===== config.mk =====
export PLATFORM = sky130hd
export DESIGN_NAME = vtp_top
export DESIGN_NICKNAME = d
export VERILOG_FILES = /design/src/pkg/vtp_pkg.sv /design/src/vtp_pattern_gen.sv /design/src/vtp_top.sv
export SDC_FILE = /design/constraint.sdc
export NUM_CORES = 1
export LEC_CHECK = 0
export BUFFER_PORTS_ARGS = -buffer_cell sky130_fd_sc_hd__buf_2
export CORE_MARGIN = 2
export CORE_UTILIZATION = 55
export CTS_CLUSTER_DIAMETER = 120
export DETAILED_ROUTE_END_ITERATION = 8
export GPL_ROUTABILITY_DRIVEN = 0
export PLACE_DENSITY = 0.76
export SYNTH_ARGS = -nofsm -noshare
export SYNTH_HDL_FRONTEND = slang
export SYNTH_HIERARCHICAL = 1
export SYNTH_SLANG_ARGS = --single-unit

===== constraint.sdc =====
create_clock -name aclk -period 4.9 [get_ports aclk]
set_input_delay 0.735 -clock aclk [delete_from_list [all_inputs] [get_ports aclk]]
set_output_delay 0.735 -clock aclk [all_outputs]
set_load 0.005 [all_outputs]

===== src/pkg/vtp_pkg.sv =====
// Purpose: Shared constants and types of the video test pattern block.
// Assumes: aclk is the parallel word clock.
// Notes:   Words are 10 bits, sent LSB first by the 10x bit serializer.
package vtp_pkg;
    // Word and bus widths.
    localparam int unsigned WORD_W = 10;
    localparam int unsigned ADDR_W = 8;
    localparam int unsigned CODE_W = 4;
    // Register byte offsets.
    localparam logic [7:0] REG_CTRL   = 8'h00;
    localparam logic [7:0] REG_STATUS = 8'h04;
    localparam logic [7:0] REG_ERRCNT = 8'h08;
    localparam logic [7:0] REG_FIELDS = 8'h0C;
    // Control register fields.
    localparam int unsigned CTRL_EN_BIT   = 0;
    localparam int unsigned CTRL_SEL_BIT  = 1;
    localparam int unsigned CTRL_CODE_LSB = 4;
    // Bus responses.
    localparam logic [1:0] RESP_OKAY   = 2'h0;
    localparam logic [1:0] RESP_SLVERR = 2'h2;
    // Pattern codes that run the self check.
    localparam logic [3:0] CODE_CHK_NTSC = 4'h3;
    localparam logic [3:0] CODE_CHK_PAL  = 4'h5;
    // Fields of error-free pattern before the pass flag rises.
    localparam logic [15:0] PASS_FIELDS = 16'h0002;
    // Words the descrambler needs before its output is trusted.
    localparam logic [2:0] WARM_WORDS = 3'h4;
    // Raster geometry in words per line.
    localparam logic [11:0] LINE_N43  = 12'h6B4;
    localparam logic [11:0] LINE_P43  = 12'h6C0;
    localparam logic [11:0] LINE_N169 = 12'h8F0;
    localparam logic [11:0] LINE_P169 = 12'h900;
    localparam logic [11:0] ACT_43    = 12'h5A0;
    localparam logic [11:0] ACT_169   = 12'h780;
    localparam logic [11:0] TRS_LEN   = 12'h004;
    localparam logic [7:0]  BARW_43   = 8'hB4;
    localparam logic [7:0]  BARW_169  = 8'hF0;
    // Word values.
    localparam logic [9:0] TRS_ONES  = 10'h3FF;
    localparam logic [9:0] TRS_ZERO  = 10'h000;
    localparam logic [9:0] XYZ_EAV   = 10'h274;
    localparam logic [9:0] XYZ_SAV   = 10'h200;
    localparam logic [9:0] BLACK_Y   = 10'h040;
    localparam logic [9:0] BLACK_C   = 10'h200;
    localparam logic [9:0] EQ_Y      = 10'h198;
    localparam logic [9:0] EQ_C      = 10'h300;
    localparam logic [9:0] PLL_Y     = 10'h110;
    localparam logic [9:0] PLL_C     = 10'h200;

    // Pattern kinds, in code order.
    typedef enum logic [1:0] {PAT_BLACK, PAT_PLL, PAT_EQ, PAT_BARS} vtp_pat_t;

    // Decoded pattern code; bit order matches code bits 3..0.
    typedef struct packed {
        logic     wide;
        logic     pal;
        vtp_pat_t pat;
    } vtp_mode_t;

    // True and complement serial words.
    typedef struct packed {
        logic [9:0] p;
        logic [9:0] n;
    } vtp_pair_t;

    // Scrambler or descrambler running state plus one word.
    typedef struct packed {
        logic [8:0] hist;
        logic       last;
        logic [9:0] word;
    } vtp_scr_t;
endpackage


===== src/vtp_pattern_gen.sv =====
// Purpose: Full-field component pattern source, one word per clock.
// Assumes: mode is stable while run is high.
// Notes:   Field pulse marks the last word of each field.
`timescale 1ns/1ps
`default_nettype none
module vtp_pattern_gen #(
    parameter int unsigned LINES_NTSC = 262,
    parameter int unsigned LINES_PAL  = 312
) (
    input  wire logic              aclk,
    input  wire logic              aresetn,
    input  wire logic              run,
    input  wire vtp_pkg::vtp_mode_t mode,
    output var  logic [9:0]        word_r,
    output var  logic              field_end_r
);
    import vtp_pkg::*;

    logic [11:0] h_r;
    logic [9:0]  v_r;
    logic [2:0]  bar_r;
    logic [7:0]  barc_r;

    // Geometry for the selected standard and raster.
    wire [11:0] total_w = mode.wide ? (mode.pal ? LINE_P169 : LINE_N169)
                                    : (mode.pal ? LINE_P43 : LINE_N43);
    wire [11:0] act_len_w = mode.wide ? ACT_169 : ACT_43;
    wire [7:0]  barw_w    = mode.wide ? BARW_169 : BARW_43;
    wire [9:0]  lines_w   = mode.pal ? 10'(LINES_PAL) : 10'(LINES_NTSC);
    wire [11:0] act_w     = total_w - act_len_w;
    wire [11:0] sav_w     = act_w - TRS_LEN;
    wire        h_last_w  = (h_r == total_w - 12'h001);
    wire        v_last_w  = (v_r == lines_w - 10'h001);
    wire        in_act_w  = (h_r >= act_w);
    wire        in_sav_w  = (h_r >= sav_w) && !in_act_w;
    wire        in_trs_w  = (h_r < TRS_LEN) || in_sav_w;
    wire [11:0] apos_w    = h_r - act_w;
    wire        is_y_w    = apos_w[0];
    wire        is_cr_w   = apos_w[1];

    // 75% bar values, switched hard at each bar edge.
    function automatic logic [9:0] bar_val(input logic [2:0] b, input logic y, input logic cr);
        logic [29:0] ycc;
        ycc = 30'h0;
        unique case (b)
            3'h0: ycc = {10'h2D0, 10'h200, 10'h200};
            3'h1: ycc = {10'h288, 10'h0B0, 10'h238};
            3'h2: ycc = {10'h20C, 10'h270, 10'h0B0};
            3'h3: ycc = {10'h1C0, 10'h120, 10'h0E8};
            3'h4: ycc = {10'h150, 10'h2E0, 10'h318};
            3'h5: ycc = {10'h104, 10'h190, 10'h350};
            3'h6: ycc = {10'h08C, 10'h350, 10'h1C8};
            3'h7: ycc = {10'h040, 10'h200, 10'h200};
        endcase
        return y ? ycc[29:20] : (cr ? ycc[9:0] : ycc[19:10]);
    endfunction

    // Active-video word for the four full-field patterns.
    logic [9:0] act_word_w;
    always_comb
    begin
        act_word_w = BLACK_C;
        unique case (mode.pat)
            PAT_BLACK: act_word_w = is_y_w ? BLACK_Y : BLACK_C;
            PAT_PLL:   act_word_w = is_y_w ? PLL_Y : PLL_C;
            PAT_EQ:    act_word_w = is_y_w ? EQ_Y : EQ_C;
            PAT_BARS:  act_word_w = bar_val(bar_r, is_y_w, is_cr_w);
        endcase
    end

    // Timing reference words, blanking, or active picture.
    wire [9:0] trs_w = (h_r[1:0] == 2'h0) ? TRS_ONES
                     : (h_r[1:0] == 2'h3) ? (in_sav_w ? XYZ_SAV : XYZ_EAV) : TRS_ZERO;
    wire [9:0] word_nxt = in_trs_w ? trs_w : in_act_w ? act_word_w
                        : (h_r[0] ? BLACK_Y : BLACK_C);

    // Line, field and bar position counters.
    always_ff @(posedge aclk)
    begin
        if (!aresetn || !run)
        begin
            h_r         <= 12'h000;
            v_r         <= 10'h000;
            bar_r       <= 3'h0;
            barc_r      <= 8'h00;
            word_r      <= BLACK_C;
            field_end_r <= 1'b0;
        end
        else
        begin
            h_r         <= h_last_w ? 12'h000 : h_r + 12'h001;
            v_r         <= !h_last_w ? v_r : (v_last_w ? 10'h000 : v_r + 10'h001);
            barc_r      <= (!in_act_w || barc_r == barw_w - 8'h01) ? 8'h00 : barc_r + 8'h01;
            bar_r       <= !in_act_w ? 3'h0 : (barc_r == barw_w - 8'h01) ? bar_r + 3'h1 : bar_r;
            word_r      <= word_nxt;
            field_end_r <= h_last_w && v_last_w;
        end
    end
endmodule // vtp_pattern_gen
`default_nettype wire


===== src/vtp_top.sv =====
// Purpose: Self check and test pattern generator of a serial video encoder.
// Assumes: aclk is the parallel word clock; a 10x serializer follows.
// Notes:   Registers sit behind an AXI4-Lite slave.
`timescale 1ns/1ps
`default_nettype none
module vtp_top #(
    parameter int unsigned LINES_NTSC = 262,
    parameter int unsigned LINES_PAL  = 312
) (
    input  wire logic                        aclk,
    input  wire logic                        aresetn,
    input  wire logic [vtp_pkg::ADDR_W-1:0]  s_axi_awaddr,
    input  wire logic                        s_axi_awvalid,
    output var  logic                        s_axi_awready,
    input  wire logic [31:0]                 s_axi_wdata,
    input  wire logic [3:0]                  s_axi_wstrb,
    input  wire logic                        s_axi_wvalid,
    output var  logic                        s_axi_wready,
    output var  logic [1:0]                  s_axi_bresp,
    output var  logic                        s_axi_bvalid,
    input  wire logic                        s_axi_bready,
    input  wire logic [vtp_pkg::ADDR_W-1:0]  s_axi_araddr,
    input  wire logic                        s_axi_arvalid,
    output var  logic                        s_axi_arready,
    output var  logic [31:0]                 s_axi_rdata,
    output var  logic [1:0]                  s_axi_rresp,
    output var  logic                        s_axi_rvalid,
    input  wire logic                        s_axi_rready,
    input  wire logic [vtp_pkg::WORD_W-1:0]  parallel_data,
    input  wire logic                        pattern_gen_enable_in,
    input  wire logic                        pll_lock_in,
    output var  logic                        lock_detect,
    output var  logic                        test_out,
    output var  vtp_pkg::vtp_pair_t          serial_out_pair,
    output var  logic                        serial_out_en
);
    import vtp_pkg::*;

    typedef enum logic {ST_IDLE, ST_RUN} vtp_state_t;

    vtp_state_t  state_r;
    logic [11:0] sync1_r;
    logic [11:0] sync2_r;
    logic        ctrl_en_r;
    logic        ctrl_sel_r;
    logic [3:0]  ctrl_code_r;
    vtp_mode_t   mode_r;
    logic        self_r;
    logic [9:0]  in_reg_r;
    logic [9:0]  exp1_r;
    logic [9:0]  exp2_r;
    vtp_scr_t    scr_r;
    vtp_scr_t    dsc_r;
    logic [2:0]  warm_r;
    logic        err_r;
    logic [15:0] errcnt_r;
    logic [15:0] fields_r;
    logic        aw_h_r;
    logic        w_h_r;
    logic [7:0]  waddr_r;
    logic [31:0] wdata_r;
    logic        wstrb0_r;
    logic [9:0]  gen_word;
    logic        gen_field;

    // Pin side: data, enable and lock pass two flops before use.
    always_ff @(posedge aclk)
    begin
        if (!aresetn)
        begin
            sync1_r <= 12'h000;
            sync2_r <= 12'h000;
        end
        else
        begin
            sync1_r <= {pll_lock_in, pattern_gen_enable_in, parallel_data};
            sync2_r <= sync1_r;
        end
    end

    // Mode decode; only the low four data bits form the pin code.
    wire [9:0] pin_data_w = sync2_r[9:0];
    wire [3:0] pin_code_w = pin_data_w[3:0];
    wire       en_w       = sync2_r[10] || ctrl_en_r;
    wire       lock_w     = sync2_r[11];
    wire [3:0] code_w     = ctrl_sel_r ? ctrl_code_r : pin_code_w;
    wire       self_w     = (code_w == CODE_CHK_NTSC) || (code_w == CODE_CHK_PAL);
    wire       start_w    = (state_r == ST_IDLE) && en_w && lock_w;
    wire       stop_w     = (state_r == ST_RUN) && !en_w;
    wire       run_w      = (state_r == ST_RUN);

    // Mode state: the code is caught on entry and held until the next entry.
    always_ff @(posedge aclk)
    begin
        if (!aresetn)
        begin
            state_r <= ST_IDLE;
            mode_r  <= '0;
            self_r  <= 1'b0;
        end
        else if (start_w)
        begin
            state_r <= ST_RUN;
            mode_r  <= vtp_mode_t'(code_w);
            self_r  <= self_w;
        end
        else if (stop_w)
        begin
            state_r <= ST_IDLE;
            self_r  <= 1'b0;
        end
    end

    vtp_pattern_gen #(
        .LINES_NTSC (LINES_NTSC),
        .LINES_PAL  (LINES_PAL)
    ) u_gen (
        .aclk        (aclk),
        .aresetn     (aresetn),
        .run         (run_w),
        .mode        (mode_r),
        .word_r      (gen_word),
        .field_end_r (gen_field)
    );

    // Scramble with x^9+x^4+1 and convert to NRZI, LSB first.
    function automatic vtp_scr_t scramble(input vtp_scr_t s, input logic [9:0] d);
        vtp_scr_t o;
        logic     y;
        o = s;
        y = 1'b0;
        for (int i = 0; i < WORD_W; i++)
        begin
            y         = d[i] ^ o.hist[3] ^ o.hist[8];
            o.hist    = {o.hist[7:0], y};
            o.last    = o.last ^ y;
            o.word[i] = o.last;
        end
        return o;
    endfunction

    // Undo NRZI and the scrambler on the encoded stream.
    function automatic vtp_scr_t descramble(input vtp_scr_t s, input logic [9:0] z);
        vtp_scr_t o;
        logic     y;
        o = s;
        y = 1'b0;
        for (int i = 0; i < WORD_W; i++)
        begin
            y         = z[i] ^ o.last;
            o.last    = z[i];
            o.word[i] = y ^ o.hist[3] ^ o.hist[8];
            o.hist    = {o.hist[7:0], y};
        end
        return o;
    endfunction

    wire vtp_scr_t scr_nxt = scramble(scr_r, in_reg_r);
    wire vtp_scr_t dsc_nxt = descramble(dsc_r, scr_r.word);

    // Input register takes pattern words while running, else pin data.
    // The scrambler state advances while locked and holds when not; the serial output still follows the input.
    always_ff @(posedge aclk)
    begin
        if (!aresetn)
        begin
            in_reg_r <= 10'h000;
            exp1_r   <= 10'h000;
            exp2_r   <= 10'h000;
            scr_r    <= '0;
            dsc_r    <= '0;
        end
        else
        begin
            in_reg_r <= run_w ? gen_word : pin_data_w;
            exp1_r   <= in_reg_r;
            exp2_r   <= exp1_r;
            scr_r    <= lock_w ? scr_nxt : scr_r;
            dsc_r    <= dsc_nxt;
        end
    end

    // Checker: compare recovered words with the injected ones.
    wire chk_ok_w = run_w && self_r && (warm_r == WARM_WORDS);
    wire miss_w   = chk_ok_w && (dsc_r.word != exp2_r);
    wire pass_w   = chk_ok_w && !err_r && !miss_w && (fields_r >= PASS_FIELDS);

    // Error latch, counters and pass flag; all restart at each entry.
    always_ff @(posedge aclk)
    begin
        if (!aresetn || start_w)
        begin
            warm_r   <= 3'h0;
            err_r    <= 1'b0;
            errcnt_r <= 16'h0000;
            fields_r <= 16'h0000;
            test_out <= 1'b0;
        end
        else
        begin
            warm_r   <= (run_w && self_r && warm_r != WARM_WORDS) ? warm_r + 3'h1 : warm_r;
            err_r    <= err_r || miss_w;
            errcnt_r <= miss_w ? errcnt_r + 16'h0001 : errcnt_r;
            fields_r <= (run_w && gen_field) ? fields_r + 16'h0001 : fields_r;
            test_out <= pass_w || (test_out && run_w && !miss_w);
        end
    end

    // Serial outputs: true and complement words, enabled while locked.
    always_ff @(posedge aclk)
    begin
        if (!aresetn)
        begin
            serial_out_pair <= '0;
            serial_out_en   <= 1'b0;
            lock_detect     <= 1'b0;
        end
        else
        begin
            serial_out_pair <= {scr_nxt.word, ~scr_nxt.word};
            serial_out_en   <= lock_w;
            lock_detect     <= lock_w;
        end
    end

    // Bus write side: address and data are held until both arrive.
    wire aw_take_w = s_axi_awvalid && s_axi_awready;
    wire w_take_w  = s_axi_wvalid && s_axi_wready;
    wire wr_go_w   = aw_h_r && w_h_r && !s_axi_bvalid;
    wire b_done_w  = s_axi_bvalid && s_axi_bready;
    wire wr_ctrl_w = wr_go_w && (waddr_r == REG_CTRL);
    wire wr_ro_w   = (waddr_r == REG_STATUS) || (waddr_r == REG_ERRCNT) || (waddr_r == REG_FIELDS);

    always_ff @(posedge aclk)
    begin
        if (!aresetn)
        begin
            aw_h_r        <= 1'b0;
            w_h_r         <= 1'b0;
            waddr_r       <= 8'h00;
            wdata_r       <= 32'h0000_0000;
            wstrb0_r      <= 1'b0;
            s_axi_awready <= 1'b0;
            s_axi_wready  <= 1'b0;
            s_axi_bvalid  <= 1'b0;
            s_axi_bresp   <= RESP_OKAY;
        end
        else if (b_done_w)
        begin
            aw_h_r        <= 1'b0;
            w_h_r         <= 1'b0;
            s_axi_bvalid  <= 1'b0;
            s_axi_awready <= 1'b1;
            s_axi_wready  <= 1'b1;
        end
        else
        begin
            s_axi_awready <= !aw_h_r && !aw_take_w;
            s_axi_wready  <= !w_h_r && !w_take_w;
            aw_h_r        <= aw_h_r || aw_take_w;
            w_h_r         <= w_h_r || w_take_w;
            waddr_r       <= aw_take_w ? s_axi_awaddr : waddr_r;
            wdata_r       <= w_take_w ? s_axi_wdata : wdata_r;
            wstrb0_r      <= w_take_w ? s_axi_wstrb[0] : wstrb0_r;
            s_axi_bvalid  <= s_axi_bvalid || wr_go_w;
            s_axi_bresp   <= wr_go_w ? ((wr_ctrl_w || wr_ro_w) ? RESP_OKAY : RESP_SLVERR) : s_axi_bresp;
        end
    end

    // Control register: software enable, code source and code.
    always_ff @(posedge aclk)
    begin
        if (!aresetn)
        begin
            ctrl_en_r   <= 1'b0;
            ctrl_sel_r  <= 1'b0;
            ctrl_code_r <= 4'h0;
        end
        else if (wr_ctrl_w && wstrb0_r)
        begin
            ctrl_en_r   <= wdata_r[CTRL_EN_BIT];
            ctrl_sel_r  <= wdata_r[CTRL_SEL_BIT];
            ctrl_code_r <= wdata_r[CTRL_CODE_LSB +: CODE_W];
        end
    end

    // Bus read side: decode and mux, answered one cycle after the address.
    wire [31:0] ctrl_rd_w = {24'h000000, ctrl_code_r, 2'h0, ctrl_sel_r, ctrl_en_r};
    wire [31:0] stat_rd_w = {20'h00000, mode_r, 3'h0, err_r, test_out, self_r, run_w, lock_w};
    wire        rd_ctrl_w = (s_axi_araddr == REG_CTRL);
    wire        rd_stat_w = (s_axi_araddr == REG_STATUS);
    wire        rd_errc_w = (s_axi_araddr == REG_ERRCNT);
    wire        rd_fld_w  = (s_axi_araddr == REG_FIELDS);
    wire        rd_hit_w  = rd_ctrl_w || rd_stat_w || rd_errc_w || rd_fld_w;
    wire [31:0] rd_data_w = rd_ctrl_w ? ctrl_rd_w
                          : rd_stat_w ? stat_rd_w
                          : rd_errc_w ? {16'h0000, errcnt_r}
                          : rd_fld_w  ? {16'h0000, fields_r} : 32'h0000_0000;
    wire        ar_take_w = s_axi_arvalid && s_axi_arready;

    always_ff @(posedge aclk)
    begin
        if (!aresetn)
        begin
            s_axi_arready <= 1'b0;
            s_axi_rvalid  <= 1'b0;
            s_axi_rdata   <= 32'h0000_0000;
            s_axi_rresp   <= RESP_OKAY;
        end
        else if (ar_take_w)
        begin
            s_axi_arready <= 1'b0;
            s_axi_rvalid  <= 1'b1;
            s_axi_rdata   <= rd_data_w;
            s_axi_rresp   <= rd_hit_w ? RESP_OKAY : RESP_SLVERR;
        end
        else if (s_axi_rvalid && s_axi_rready)
        begin
            s_axi_rvalid  <= 1'b0;
            s_axi_arready <= 1'b1;
        end
        else
        begin
            s_axi_arready <= !s_axi_rvalid;
        end
    end
endmodule // vtp_top
`default_nettype wire


==> flow_summary.ini <==
[grt]
grt_start_max_net_pins = 72
grt_first_pass_wirelength_mm = 38.5
antenna_found_initial = 0
grt_overflow = 0
number_of_global_route_vias_before_repair = 8047
total_global_route_track_usage = 0.209

[power_and_ir_drop]
power.sequential.fraction = 0.476
power.net_switching_mw = 1.08
leak_nw = 5.27
clockPowerShare = 0.433
net_sw_frac = 0.224
p_int_mw = 3.75
power_density_nw_per_um2 = 370
combinationalPowerShare = 0.090
worst_ir_drop_on_vdd_v = 0.000271

[drt]
drc = 0
post_route_ant_nets = 0
dr_total_vias = 8498
drt-wirelength-per-cell_um = 15.0
viasPerCell = 5.41
detail_route.iter0.violations = 440
firstDrtPassIters = 5
total_routed_length_mm = 23.6

[outcome]
run_status = finished, final reports clean

[clock_tree]
clock_sink_count = 265
cts_hold_buf = 0
clkLatencyLatePin_ns = 0.53
post_cts_resize_count = 0
buffer_depth_of_the_longest_clock_path = 3
numCtsBuffers = 26
root_buffer = sky130_fd_sc_hd__clkbuf_16
tritoncts = yes
clkTransAtPathRegs_ns = 0.06
post-cts-setup-buffer-count = 0
h_tree_depth_reported_by_cts = 1

[worst_setup_path]
critPathSlowestCell = sky130_fd_sc_hd__o21ai_1
worstSetupPathType = register to register
worstPathArrival_ns = 4.24
crit_path_cell_trace = inv_1 -> ha_1 -> inv_1 -> ha_1 -> nor2b_1 -> o311ai_0 -> a31oi_1 -> o21ai_1 -> nor2_1 -> inv_1 -> ha_1 -> nand2_1 -> a31oi_1 -> o21ai_0 -> a21o_1
critPathCaptureType = register
critical_path.max_stage_delay_ns = 0.54
cp_data_required_time_ns = 5.33
setup.worst_path.start_class = register
critical_path.max_fanout = 8

[flow_run]
cap_viol_max_count = 0

[yosys]
synth_cell_type_count = 75
postSynthCellCount = 1212
synth_sequential_area_ratio = 0.457
synth-async-reset-ratio = 0
synth_largest_type_area_fraction = 0.457
synth.cell_area_um2 = 11600
post-synth-top-area-cell = sky130_fd_sc_hd__dfxtp_1
post_synth_main_area_contributors = sky130_fd_sc_hd__dfxtp_1 (46%), sky130_fd_sc_hd__mux2i_1 (5.2%), sky130_fd_sc_hd__nor2_1 (5.0%)
synth-main-ff-cell = sky130_fd_sc_hd__dfxtp_1
synth-edff-count = 0
ys_warn_count = 6
yosys_register_bits = 265
avgSynthCellArea_um2 = 9.58

[cells_and_area]
synthToLayoutAreaGrowth_pct = 12.5
n_antenna_cell = 0
layout.nets = 1390
fillerInstances = 1738
finalCoreUtilization = 0.625
multiInputGateArea_um2 = 5890
layout.area.seq_um2 = 5310
share_of_cells_above_drive_strength_1 = 0.123

[timing]
final_hold_violation_count = 0
max_freq_mhz = 262
min_period_ns = 3.81
layout_setup_ws_ns = 1.09
max_slew.worst_pin.slew_ns = 1.14
final.setup_skew_ns = 0.00583
final.period_utilization = 0.778
final_count_of_pins_violating_max_slew = 0
finish_stage_setup_viols = 0
slew_headroom = 0.237
finalHoldWorstSlack_ns = 0.402
rsz0062_at_grt = false
setup_tns_ns = 0

[die]
start_util = 0.556
die_y_um = 149
placement_rows = 53
floorplan.die_area_um2 = 22300
num_io_pins = 135
die-width_um = 149
core-area_um2 = 20900

[hold_path]
min_delay_worst_type = primary input to register

[placement]
hpwlAfterDp_mm = 16.2
io_buffer_count = 87
place_worst_setup_slack_ns = 1.12
registers in the layout, summed over array words and instances (netlist names), 6 cells and up, named ones only:
name and cells:
wdata_r 6, sync1_r 12, u_gen/barc_r 8, serial_out_pair 20, u_gen/h_r 12, u_gen/word_r 9, scr_r 19, in_reg_r 10
waddr_r 8, u_gen/v_r 10, exp2_r 10, exp1_r 10, fields_r 16, dsc_r 20, sync2_r 12, s_axi_rdata 16
errcnt_r 16
cell usage after synthesis, drive strengths merged, types with 4 or more instances:
cell type,instances
o311a,6
nand3,38
a21oi,52
nand4,16
a22oi,6
nor2b,5
dfxtp,265
xor3,4
nand2,63
or4b,4
or4,10
nand2b,15
xnor2,59
clkbuf,43
nor3,15
and4,4
a211oi,12
a31oi,9
inv,36
and3,13
o21ai,40
nand3b,4
o31ai,10
a32o,6
xnor3,8
ha,41
nor4,8
nor2,157
xor2,44
or3,10
buf,29
nor3b,4
and2,68
mux2i,60
layer usage:
| layer | track usage | up-vias | wire [um] |
|---|---|---|---|
| met5 | 0 | - | 0 |
| li1 | - | 4276 | - |
| met2 | 0.349 | 188 | 10900 |
| met1 | 0.280 | 3995 | 11100 |
| met3 | 0.0315 | 39 | 1030 |
| met4 | 0.0652 | 0 | 517 |
path summary, 6_finish.rpt:
check,slack (ns),depth (start not counted),endpoint,start
hold reg to reg,0.43,1,sync2_r[3],sync1_r[3]
setup / recovery,1.09,15,register,mode_r[3]
hold / removal,0.40,2,sync1_r[5],parallel_data[5]
setup reg to reg,1.09,15,register,mode_r[3]
cell families after synthesis:
| logic type | after synthesis | share of synthesized area |
|---|---|---|
| xor gates and xnor gates | 115 | 0.104 |
| buffers and inverters | 108 | 0.0424 |
| DFF | 265 | 0.457 |
| other | 2 | 0.000647 |
| adders and majority gates | 41 | 0.0442 |
| AOI/OAI and AO/OA | 172 | 0.0985 |
| and+or+nand+nor | 444 | 0.194 |
| muxes | 65 | 0.0595 |
stage by stage:
step                instance area [um2]  std cells  total power, mW
floorplan                         11700       1229             2.66
global placement                  12200       1525             2.78
detailed placement                12200       1525             2.79
CTS                               13100       1570             4.87
global route                      13100       1570             5.01
finish                            13100       1570             4.83
power by group through the flow:
stage          Combinational [mW]  Sequential [mW]  Clock (mW)
6_report                    0.437             2.30        2.09
5_1_grt                     0.485             2.31        2.22
4_1_cts                     0.442             2.30        2.12
3_5_place_dp                0.438             2.35           0
3_3_place_gp                0.432             2.35           0
2_1_floorplan               0.314             2.35           0
cell usage in the layout, fill, tap and decap left out, drive strengths merged, types with 9 or more instances in the layout:
cell      n
clkbuf   38
nor2    157
conb     19
mux2i    60
xor2     44
a211oi   12
nand2b   15
ha       41
nand4    16
and3     13
o31ai    10
inv      36
nand3    38
and2     68
a21oi    52
dfxtp   265
o21ai    40
or4      10
nand2    63
xnor2    59
buf      93
or3      10
nor3     15
a31oi     9
worst max-delay path, delay by kind of cell (launching register included):
kind | cells | cell delay (ns)
buf+inv | 3 | 0.47
simple gates | 3 | 0.34
flops | 1 | 0.42
compound gates | 6 | 1.62
fa+ha+maj | 3 | 0.84
area by class of cell:
class | instances | share of cell area
inverters | 36 | 0.0103
repair buffers | 93 | 0.0368
multi-input cells | 856 | 0.451
flip-flops and latches | 265 | 0.406
well taps | 275 | 0.0263
clock buffers | 38 | 0.0579
clock inverters | 7 | 0.0116
Power figures use the tool's default switching activity.
